## src/inc/rxd_consts.vh

```
// Constants for the receive descriptor list DMA channel
`ifndef RXD_CONSTS_VH
`define RXD_CONSTS_VH

// ----------------------------------------
// APB register byte offsets
// ----------------------------------------
`define RXD_REG_CTRL 8'h00
`define RXD_REG_BASE 8'h04
`define RXD_REG_LAST 8'h08
`define RXD_REG_STAT 8'h0c
`define RXD_REG_CUR 8'h10

// ----------------------------------------
// Control register bits
// ----------------------------------------
`define RXD_CTRL_START 0
`define RXD_CTRL_LSEL 1
`define RXD_CTRL_CSSE 2
`define RXD_CTRL_CHAR 3
`define RXD_CTRL_RRST 4
`define RXD_CTRL_RESET 32'h0000_0000

// ----------------------------------------
// Descriptor layout
// ----------------------------------------
`define RXD_DESC_WORDS 3'h5
`define RXD_FETCH_LEN 4'h3
`define RXD_W0_HOLD 31
`define RXD_W0_HI 30
`define RXD_SIZE_MSB 12
`define RXD_W3_DONE 31
`define RXD_W3_FE 30
`define RXD_W3_STAT_LSB 16
`define RXD_OFF_W3 32'h0000_000c
`define RXD_OFF_W4 32'h0000_0010
`define RXD_MAX_BURST 4'hf

// ----------------------------------------
// Write-back status codes
// ----------------------------------------
`define RXD_END_NORMAL 8'h00
`define RXD_END_RESET 8'h01
`define RXD_END_HOLD 8'h02

`endif

```

## src/rtl/rxd_dma.v

```verilog
// Receive descriptor list DMA channel with APB control registers
//
// The register addresses and the APB register port were chosen for this implementation.
`timescale 1ns/1ps
`include "rxd_consts.vh"
// Notes on behaviour
// - Descriptors are five aligned words; word offsets three and four are written.
// - The first three descriptor words are fetched as one three-word burst.
// - Word four is written when the channel finishes a descriptor.
// - Word five goes only into a frame's first descriptor, after the frame.
// - Software loads the base address; start begins the list there.
// - Hold bit stops branching until restarted; ignored in last-address mode.
// - Host-requested bit pulses an interrupt after the descriptor completes.
// - Status bytes count as stored data and consume buffer space.
// - Buffer data is written as single-word writes from the start address.
// - Frame-end flag set on frame's last descriptor; frame-end interrupt follows.
// - Complete flag written in word four after descriptor and data finish.
// - Frame-end pointer follows the complete indication in a single-section frame, precedes it otherwise.
// - Single-section frame writes its own descriptor address as pointer.
// - Data moves from the receive FIFO while it holds bytes.
// - Full buffer: write count, mark complete, branch to next descriptor.
// - Frame end: pointer to first descriptor, interrupt, last count and status.
// - Status byte tells normal end, receiver reset end or hold end.
// - Frame status byte passes unmodified after the last data byte.
// - Character modes may store a status byte after every data byte.
// - Partial words are flushed when the FIFO empties, leaving gaps.
// - Count never exceeds size; overflowing status byte moves to next buffer.
// - Mode bit selects hold-bit or last-address list control.

module rxd_dma (
  input wire pclk,
  input wire presetn,
  input wire psel,
  input wire penable,
  input wire pwrite,
  input wire [7:0] paddr,
  input wire [31:0] pwdata,
  output reg [31:0] prdata,
  output reg pready,
  output reg pslverr,
  input wire rx_valid,
  input wire [7:0] rx_data,
  input wire rx_end,
  input wire [7:0] rx_char_status,
  output reg rx_ready,
  output reg mem_req,
  output reg mem_we,
  output reg [31:0] mem_addr,
  output reg [3:0] mem_len,
  output reg [31:0] mem_wdata,
  input wire mem_ready,
  input wire [31:0] mem_rdata,
  output reg frame_end_irq,
  output reg host_requested_irq
);

  // ----------------------------------------
  // State codes
  // ----------------------------------------
  localparam [5:0] S_IDLE = 6'h01;
  localparam [5:0] S_FETCH = 6'h02;
  localparam [5:0] S_RECV = 6'h04;
  localparam [5:0] S_WDATA = 6'h08;
  localparam [5:0] S_WDESC = 6'h10;
  localparam [5:0] S_WPTR = 6'h20;

  // ----------------------------------------
  // Declarations
  // ----------------------------------------
  reg [31:0] base_addr;
  reg [31:0] last_addr;
  reg list_control_select;
  reg char_status_store_enable;
  reg char_mode;
  reg start_pulse;
  reg rst_pulse;
  reg [5:0] state;
  reg [31:0] cur_desc;
  reg [31:0] next_desc;
  reg [31:0] dbuf;
  reg [31:0] w0;
  reg [1:0] fcnt;
  reg hold;
  reg stopped;
  reg [13:0] buf_off;
  reg [31:0] wbuf;
  reg [2:0] lane;
  reg wlast;
  reg [12:0] stored_byte_count;
  reg frame_active;
  reg [31:0] frame_first;
  reg frame_end_flag;
  reg [7:0] end_code;
  reg ptr_after;
  reg desc_after;
  reg stat_pend;
  reg [7:0] stat_byte;
  reg end_pend;
  reg rst_req;
  wire setup = psel & ~penable;
  // size field position fixed by constant
  wire [12:0] dsize = {w0[`RXD_SIZE_MSB:2], 2'b00};
  wire take = rx_valid & rx_ready;
  wire [31:0] desc_word3 = {1'b1, frame_end_flag, 6'h00, end_code, 3'h0, stored_byte_count};

  // ----------------------------------------
  // APB slave
  // ----------------------------------------
  // Zero wait states: data is latched in setup, pready rises in access
  always @(posedge pclk or negedge presetn) begin
    if (!presetn) begin
      prdata <= 32'h0000_0000;
      pready <= 1'b0;
      pslverr <= 1'b0;
      base_addr <= 32'h0000_0000;
      last_addr <= 32'h0000_0000;
      {char_mode, char_status_store_enable, list_control_select} <= 3'h0;
      start_pulse <= 1'b0;
      rst_pulse <= 1'b0;
    end else begin
      pready <= setup;
      start_pulse <= 1'b0;
      rst_pulse <= 1'b0;
      pslverr <= 1'b0;
      prdata <= 32'h0000_0000;
      if (setup) begin
        case (paddr)
          `RXD_REG_CTRL: prdata <= {28'h0, char_mode, char_status_store_enable,
                                    list_control_select, 1'b0};
          `RXD_REG_BASE: prdata <= base_addr;
          `RXD_REG_LAST: prdata <= last_addr;
          `RXD_REG_STAT: prdata <= {16'h0, 6'h0, stopped, frame_active, 2'b00, state};
          `RXD_REG_CUR: prdata <= cur_desc;
          default: pslverr <= 1'b1;
        endcase
        if (pwrite) begin
          case (paddr)
            `RXD_REG_CTRL: begin
              list_control_select <= pwdata[`RXD_CTRL_LSEL];
              char_status_store_enable <= pwdata[`RXD_CTRL_CSSE];
              char_mode <= pwdata[`RXD_CTRL_CHAR];
              start_pulse <= pwdata[`RXD_CTRL_START];
              rst_pulse <= pwdata[`RXD_CTRL_RRST];
            end
            `RXD_REG_BASE: base_addr <= pwdata;
            `RXD_REG_LAST: last_addr <= pwdata;
            default: ;
          endcase
        end
      end
    end
  end

  // ----------------------------------------
  // Memory request helpers
  // ----------------------------------------
  task go_write;
    input [31:0] a;
    input [31:0] d;
    input [5:0] s;
    begin
      mem_req <= 1'b1;
      mem_we <= 1'b1;
      mem_addr <= a;
      mem_wdata <= d;
      mem_len <= 4'h1;
      state <= s;
    end
  endtask

  // Close a frame: order of writes depends on where the frame began
  task close_frame;
    input [7:0] code;
    begin
      frame_end_flag <= 1'b1;
      end_code <= code;
      if (!frame_active || frame_first == cur_desc) begin
        ptr_after <= 1'b1;
        desc_after <= 1'b0;
        go_write(cur_desc + `RXD_OFF_W3,
                 {1'b1, 1'b1, 6'h00, code, 3'h0, stored_byte_count}, S_WDESC);
      end else begin
        // pointer into first descriptor, count and status last
        ptr_after <= 1'b0;
        desc_after <= 1'b1;
        go_write(frame_first + `RXD_OFF_W4, cur_desc, S_WPTR);
      end
    end
  endtask

  // full buffer: count and completion, no frame end
  task close_buf;
    input [7:0] code;
    begin
      frame_end_flag <= 1'b0;
      end_code <= code;
      ptr_after <= 1'b0;
      desc_after <= 1'b0;
      // word offsets inside the five-word descriptor
      go_write(cur_desc + `RXD_OFF_W3,
               {1'b1, 1'b0, 6'h00, code, 3'h0, stored_byte_count}, S_WDESC);
    end
  endtask

  // Descriptor done: pulse interrupts, then branch or stop
  task finish_desc;
    begin
      mem_req <= 1'b0;
      frame_end_irq <= frame_end_flag;
      host_requested_irq <= w0[`RXD_W0_HI];
      stored_byte_count <= 13'h0000;
      if (frame_end_flag)
        frame_active <= 1'b0;
      if (hold) begin
        stopped <= 1'b1;
        state <= S_IDLE;
      end else begin
        cur_desc <= next_desc;
        mem_req <= 1'b1;
        mem_we <= 1'b0;
        mem_addr <= next_desc;
        mem_len <= `RXD_FETCH_LEN;
        fcnt <= 2'h0;
        state <= S_FETCH;
      end
    end
  endtask

  // Store one byte in the packing word and count it
  task put_byte;
    input [7:0] b;
    begin
      wbuf[{lane[1:0], 3'b000} +: 8] <= b;
      lane <= lane + 3'h1;
      stored_byte_count <= stored_byte_count + 13'h0001;
      if (!frame_active) begin
        frame_active <= 1'b1;
        frame_first <= cur_desc;
      end
    end
  endtask

  // ----------------------------------------
  // Channel sequencer
  // ----------------------------------------
  always @(posedge pclk or negedge presetn) begin
    if (!presetn) begin
      state <= S_IDLE;
      rx_ready <= 1'b0;
      mem_req <= 1'b0;
      mem_we <= 1'b0;
      mem_addr <= 32'h0000_0000;
      mem_len <= 4'h0;
      mem_wdata <= 32'h0000_0000;
      frame_end_irq <= 1'b0;
      host_requested_irq <= 1'b0;
      cur_desc <= 32'h0000_0000;
      next_desc <= 32'h0000_0000;
      dbuf <= 32'h0000_0000;
      w0 <= 32'h0000_0000;
      fcnt <= 2'h0;
      hold <= 1'b0;
      stopped <= 1'b0;
      buf_off <= 14'h0000;
      wbuf <= 32'h0000_0000;
      lane <= 3'h0;
      wlast <= 1'b0;
      stored_byte_count <= 13'h0000;
      frame_active <= 1'b0;
      frame_first <= 32'h0000_0000;
      frame_end_flag <= 1'b0;
      end_code <= `RXD_END_NORMAL;
      ptr_after <= 1'b0;
      desc_after <= 1'b0;
      stat_pend <= 1'b0;
      stat_byte <= 8'h00;
      end_pend <= 1'b0;
      rst_req <= 1'b0;
    end else begin
      frame_end_irq <= 1'b0;
      host_requested_irq <= 1'b0;
      if (start_pulse) begin
        cur_desc <= base_addr;
        stopped <= 1'b0;
        frame_active <= 1'b0;
        stored_byte_count <= 13'h0000;
        lane <= 3'h0;
        wbuf <= 32'h0000_0000;
        stat_pend <= 1'b0;
        rx_ready <= 1'b0;
        rst_req <= 1'b0;
        mem_req <= 1'b1;
        mem_we <= 1'b0;
        mem_addr <= base_addr;
        mem_len <= `RXD_FETCH_LEN;
        fcnt <= 2'h0;
        state <= S_FETCH;
      end else begin
        case (state)
          S_IDLE: begin
            rx_ready <= 1'b0;
          end
          S_FETCH: begin
            if (mem_ready) begin
              fcnt <= fcnt + 2'h1;
              case (fcnt)
                2'h0: w0 <= mem_rdata;
                2'h1: next_desc <= mem_rdata;
                default: begin
                  // data starts at the buffer pointer
                  dbuf <= mem_rdata;
                  buf_off <= 14'h0000;
                  mem_req <= 1'b0;
                  hold <= list_control_select ? (cur_desc == last_addr)
                                              : w0[`RXD_W0_HOLD];
                  if (w0[`RXD_SIZE_MSB:2] == 11'h000) begin
                    // Zero-size buffer completes without data
                    if (list_control_select ? (cur_desc == last_addr) : w0[`RXD_W0_HOLD])
                      close_buf(`RXD_END_HOLD);
                    else
                      close_buf(`RXD_END_NORMAL);
                  end else begin
                    state <= S_RECV;
                  end
                end
              endcase
            end
          end
          S_RECV: begin
            rx_ready <= 1'b0;
            if (rst_req && !stat_pend) begin
              rst_req <= 1'b0;
              if (lane != 3'h0) begin
                wlast <= 1'b1;
                end_code <= `RXD_END_RESET;
                go_write(dbuf + {18'h0, buf_off}, wbuf, S_WDATA);
              end else if (frame_active) begin
                close_frame(`RXD_END_RESET);
              end
            end else if (stat_pend) begin
              // character status follows its data byte
              put_byte(stat_byte);
              stat_pend <= 1'b0;
              if (lane == 3'h3 || end_pend) begin
                wlast <= end_pend;
                end_code <= `RXD_END_NORMAL;
                wbuf[{lane[1:0], 3'b000} +: 8] <= stat_byte;
                go_write(dbuf + {18'h0, buf_off},
                         wbuf | ({24'h0, stat_byte} << {lane[1:0], 3'b000}), S_WDATA);
              end
            end else if (take) begin
              // drain the FIFO byte by byte
              // frame status byte stored as received
              put_byte(rx_data);
              if (char_mode && char_status_store_enable) begin
                stat_pend <= 1'b1;
                stat_byte <= rx_char_status;
                end_pend <= rx_end;
              end
              if (lane == 3'h3 || (rx_end && !(char_mode && char_status_store_enable))) begin
                wlast <= rx_end;
                end_code <= `RXD_END_NORMAL;
                go_write(dbuf + {18'h0, buf_off},
                         wbuf | ({24'h0, rx_data} << {lane[1:0], 3'b000}), S_WDATA);
              end
            end else if (!rx_valid && lane != 3'h0) begin
              // partial word flushed, rest of word left as a gap
              wlast <= 1'b0;
              go_write(dbuf + {18'h0, buf_off}, wbuf, S_WDATA);
            end else begin
              // One byte every other cycle keeps ready a plain flop
              rx_ready <= ~rx_valid | ~rx_ready;
            end
          end
          S_WDATA: begin
            rx_ready <= 1'b0;
            if (mem_ready) begin
              mem_req <= 1'b0;
              buf_off <= buf_off + 14'h0004;
              lane <= 3'h0;
              wbuf <= 32'h0000_0000;
              if (wlast) begin
                // frame end after all data stored
                close_frame(end_code);
              end else if (buf_off + 14'h0008 > {1'b0, dsize}) begin
                // no room left: status byte goes to next buffer
                if (hold)
                  close_frame(`RXD_END_HOLD);
                else
                  close_buf(`RXD_END_NORMAL);
              end else begin
                state <= S_RECV;
              end
            end
          end
          S_WDESC: begin
            if (mem_ready) begin
              if (ptr_after) begin
                ptr_after <= 1'b0;
                go_write(cur_desc + `RXD_OFF_W4, cur_desc, S_WPTR);
              end else begin
                finish_desc;
              end
            end
          end
          S_WPTR: begin
            // pointer word into the frame's first descriptor
            if (mem_ready) begin
              if (desc_after) begin
                desc_after <= 1'b0;
                go_write(cur_desc + `RXD_OFF_W3, desc_word3, S_WDESC);
              end else begin
                finish_desc;
              end
            end
          end
          default: state <= S_IDLE;
        endcase
      end
      // Reset command waits until the packer can act on it; set beats clear
      if (rst_pulse)
        rst_req <= 1'b1;
    end
  end

endmodule

```

## config.mk

```make
export PLATFORM = sky130hd
export DESIGN_NAME = rxd_dma
export DESIGN_NICKNAME = d
export VERILOG_FILES = /design/src/rtl/rxd_dma.v
export VERILOG_INCLUDE_DIRS = /design/src /design/src/inc
export SDC_FILE = /design/constraint.sdc
export NUM_CORES = 1
export LEC_CHECK = 0
export ABC_CLOCK_PERIOD_IN_PS = 5200
export BUFFER_PORTS_ARGS = -buffer_cell sky130_fd_sc_hd__buf_2
export CAP_MARGIN = 15
export CORE_AREA = 2 2 185 278
export DETAILED_ROUTE_END_ITERATION = 10
export DIE_AREA = 0 0 187 280
export GPL_TIMING_DRIVEN = 0
export HOLD_SLACK_MARGIN = 0.05
export PLACE_DENSITY = 0.66
export RECOVER_POWER = 100
export SLEW_MARGIN = 25
export SYNTH_ARGS = -nofsm -noshare
export SYNTH_HDL_FRONTEND = slang
export SYNTH_SLANG_ARGS = --single-unit
export TNS_END_PERCENT = 20
```

## constraint.sdc

```tcl
create_clock -name pclk -period 5.2 [get_ports pclk]
set_input_delay 0.52 -clock pclk [delete_from_list [all_inputs] [get_ports pclk]]
set_output_delay 0.52 -clock pclk [all_outputs]
set_load 0.05 [all_outputs]
```

==> impl_metrics.py <==
metrics = {
    "placed_design": {
        "place_congestion": 1.03,
        "dpl.hpwl_um": 80100,
        "dp_slack_ps": 24.3,
        "place_area_sq_um": 25800,
        "port_buffers": 202,
    },
    "timing": {
        "rsz0062_at_grt": "false",
        "setup_viol": 0,
        "finalCritPeriodShare_pct": 94.4,
        "fin_skew_ps": 36.1,
        "clock.fmax_mhz": 204,
        "tightest_slew_ps": 2330,
        "hold_ws_ps": 146,
        "maxSlewViolCount": 171,
        "timing.final.ws_setup_ps": 293,
        "report.final.hold_viol_count": 0,
        "max_slew_margin_pct": -55.4,
        "min_period_ps": 4910,
    },
    "yosys": {
        "avgSynthCellArea_sq_um": 9.56,
        "syn_nets": 2619,
        "ys_ff_latch": 405,
        "syn_inst": 2486,
        "synth_cell_types": 86,
        "yosysWarnings": 0,
        "yosys.area.top_type": "dfrtp_1",
        "synth_edf_count": 0,
        "yosysTopAreaCellShare_pct": 42.5,
        "synth_area_leaders": "dfrtp_1 43%, mux2_2 9.4%, xor2_1 4.2%, nand2_1 4.1%, o21ai_0 3.8%",
        "ys.flop_type": "dfrtp_1",
        "synthTopCellsByCount": "404 x dfrtp_1, 261 x nand2_1, 199 x mux2_2",
        "seq_area_frac_synth_pct": 42.7,
        "synth_most_common_cell": "dfrtp_1",
        "syn_area_sq_um": 23800,
        "async_flop_share_pct": 100,
    },
    "finish": {
        "n_fill_cell": 4721,
        "final_net_count": 2872,
        "final_util_pct": 53.5,
        "drive_above_1_share_pct": 14.8,
        "area_delta_synth_final_pct": 13.0,
        "design_area_sq_um": 26900,
    },
    "routing": {
        "drtAntennaViolNets": 0,
        "routed_wl_um": 104000,
        "wl_per_cell_um": 30.2,
        "via_per_inst": 6.47,
        "first_pass_iters": 9,
        "drt_iter0_drc": 2206,
        "vias": 22300,
        "drc_errors": 0,
    },
    "floorplan": {
        "die_h_um": 280,
        "ios": 203,
        "start_util_pct": 47.4,
        "placementRows": 101,
        "dieWidth_um": 187,
        "dieArea_sq_um": 52400,
        "core_sq_um": 50200,
    },
    "pwr": {
        "irDropWorstVdd_v": 0.000221,
        "p_per_area_nw_per_um2": 244,
        "power_mw": 6.56,
        "power_leakage_nw": 12.2,
    },
    "run": {
        "timing.max_cap.violations": 2,
    },
    "clock_network": {
        "cts_made_buffers": 42,
        "clock-sinks": 405,
        "postCtsSetupBuffers": 0,
        "tritoncts": "yes",
        "clock_latency_ps": 600,
        "clock_path_buffers": 3,
        "cts_root_buf": "clkbuf_16",
        "htree_levels": 2,
        "clk_pin_slew_ps": 60,
    },
    "global_routing": {
        "grt_pass1_wl_um": 148000,
        "grt-ovfl-total": 0,
        "antenna_found_initial": 2,
        "grt_max_degree": 87,
        "grt_pass1_vias": 22100,
        "grt_util_all_layers_pct": 39.1,
    },
    "setup_path": {
        "end_kind": "flip-flop",
        "worstPathRequired_ps": 5720,
        "critPathArrivalTime_ps": 5420,
        "start_kind": "flip-flop",
        "path_class": "reg2reg",
        "crit_path_max_fanout": 10,
    },
    "status": {
        "failed_checks": "max-capacitance violations, max-slew violations",
        "status": "finished, violations left",
    },
    "worst_hold_path": {
        "hp-class": "in2reg",
    },
}
[repair_timing]
item / in CTS / in global routing
endpoints found under the hold margin: 15 / 0
endpoints found under the setup margin: 0 / 21
resized for setup: 0 / 13
hold buffers: 1 / 0
[placed cells by master (no fill, tap or decap), drive strengths merged, types with 11 or more instances in the layout]
| cell type | count |
|---|---|
| a211oi | 28 |
| a21o | 20 |
| a21oi | 132 |
| a221oi | 22 |
| a222oi | 31 |
| a22o | 24 |
| a22oi | 30 |
| a31oi | 12 |
| and2 | 15 |
| and3 | 27 |
| buf | 123 |
| clkbuf | 324 |
| clkinv | 15 |
| dfrtp | 404 |
| ha | 37 |
| inv | 46 |
| mux2 | 199 |
| mux2i | 70 |
| nand2 | 263 |
| nand2b | 13 |
| nand3 | 58 |
| nand4 | 32 |
| nor2 | 179 |
| nor2b | 26 |
| nor3 | 39 |
| nor4 | 24 |
| o21a | 11 |
| o21ai | 185 |
| o221ai | 20 |
| o22ai | 27 |
| o31ai | 24 |
| xnor2 | 67 |
| xor2 | 115 |
[where the power goes]
| group | leakage (nW) | switching (mW) | internal, mW |
|---|---|---|---|
| registers | 5.54 | 0.0240 | 3.16 |
| clock network | 0.689 | 1.41 | 1.75 |
| logic | 6.01 | 0.149 | 0.0589 |
| total | 12.2 | 1.59 | 4.98 |
[final cells by class]
| class | count | area [sq um] | area share (%) |
|---|---|---|---|
| multi-input cells | 1850 | 12600 | 47.0 |
| flip-flops and latches | 405 | 10100 | 37.7 |
| clock buffers | 53 | 1160 | 4.33 |
| repair buffers | 209 | 945 | 3.52 |
| well taps | 669 | 837 | 3.12 |
| plain buffers | 186 | 728 | 2.71 |
| clock inverters | 23 | 239 | 0.890 |
| inverters | 45 | 173 | 0.643 |
| diodes | 1 | 2.50 | 0.00932 |
[metal layers]
layer	vias up	routed length, um	track usage, %
met5	-	17	0
met1	11000	35400	41.7
li1	9562	-	-
met3	412	6820	5.93
met4	2	11800	36.2
met2	1233	50000	66.6
[path summary, 6_finish.rpt]
path	start	to	slack [ps]	depth (start not counted)
hold / removal	rx_char_status[0]	stat_byte[0]	150	2
max in group asynchronous	presetn	next_desc[23]	920	4
setup reg to reg	buf_off[5]	mem_addr[27]	290	17
hold reg to reg	mem_len[0]	mem_len[0]	480	1
min in group asynchronous	presetn	stat_byte[2]	520	2
setup / recovery	buf_off[5]	mem_addr[27]	290	17
[through the flow]
stage	TNS [ps]	cells
after floorplan	0	2486
after global placement	-1788830	3357
after detailed placement	0	3363
after CTS	0	3440
after global routing	0	3441
final	0	3441
[kinds of logic (layout without fill, tap and decap cells)]
logic type,count (synthesis),after routing,share of synthesized area [%]
and+or+nand+nor,720,720,14.2
AOI/OAI and AO/OA,642,642,18.0
DFF,405,405,42.7
muxes,269,269,12.4
buffers and inverters,231,516,4.14
xor gates and xnor gates,182,182,6.71
adders and majority gates,37,37,1.95
other,0,1,0
[critical path, stage by stage, from the launching register on]
cell,delay [ps]
dfrtp_1,380
clkbuf_1,300
nand3_1,280
nor2_1,330
and3_1,250
nand2_1,80
xnor2_1,140
ha_1,310
nand3_1,90
or2_2,320
a21o_1,160
a31oi_1,410
o21ai_0,420
o21ai_0,430
clkbuf_2,350
clkbuf_2,390
nor2_1,90
a21oi_1,120
[registers in the layout, summed over array words and instances (netlist names), 2 cells and up]
signal,cells
base_addr,32
buf_off,12
cur_desc,32
dbuf,32
end_code,2
fcnt,2
frame_first,32
lane,3
last_addr,32
mem_addr,32
mem_len,4
mem_wdata,32
next_desc,32
prdata,32
stat_byte,8
state,6
stored_byte_count,13
w0,13
wbuf,32
(Power assumes the default switching activity.)
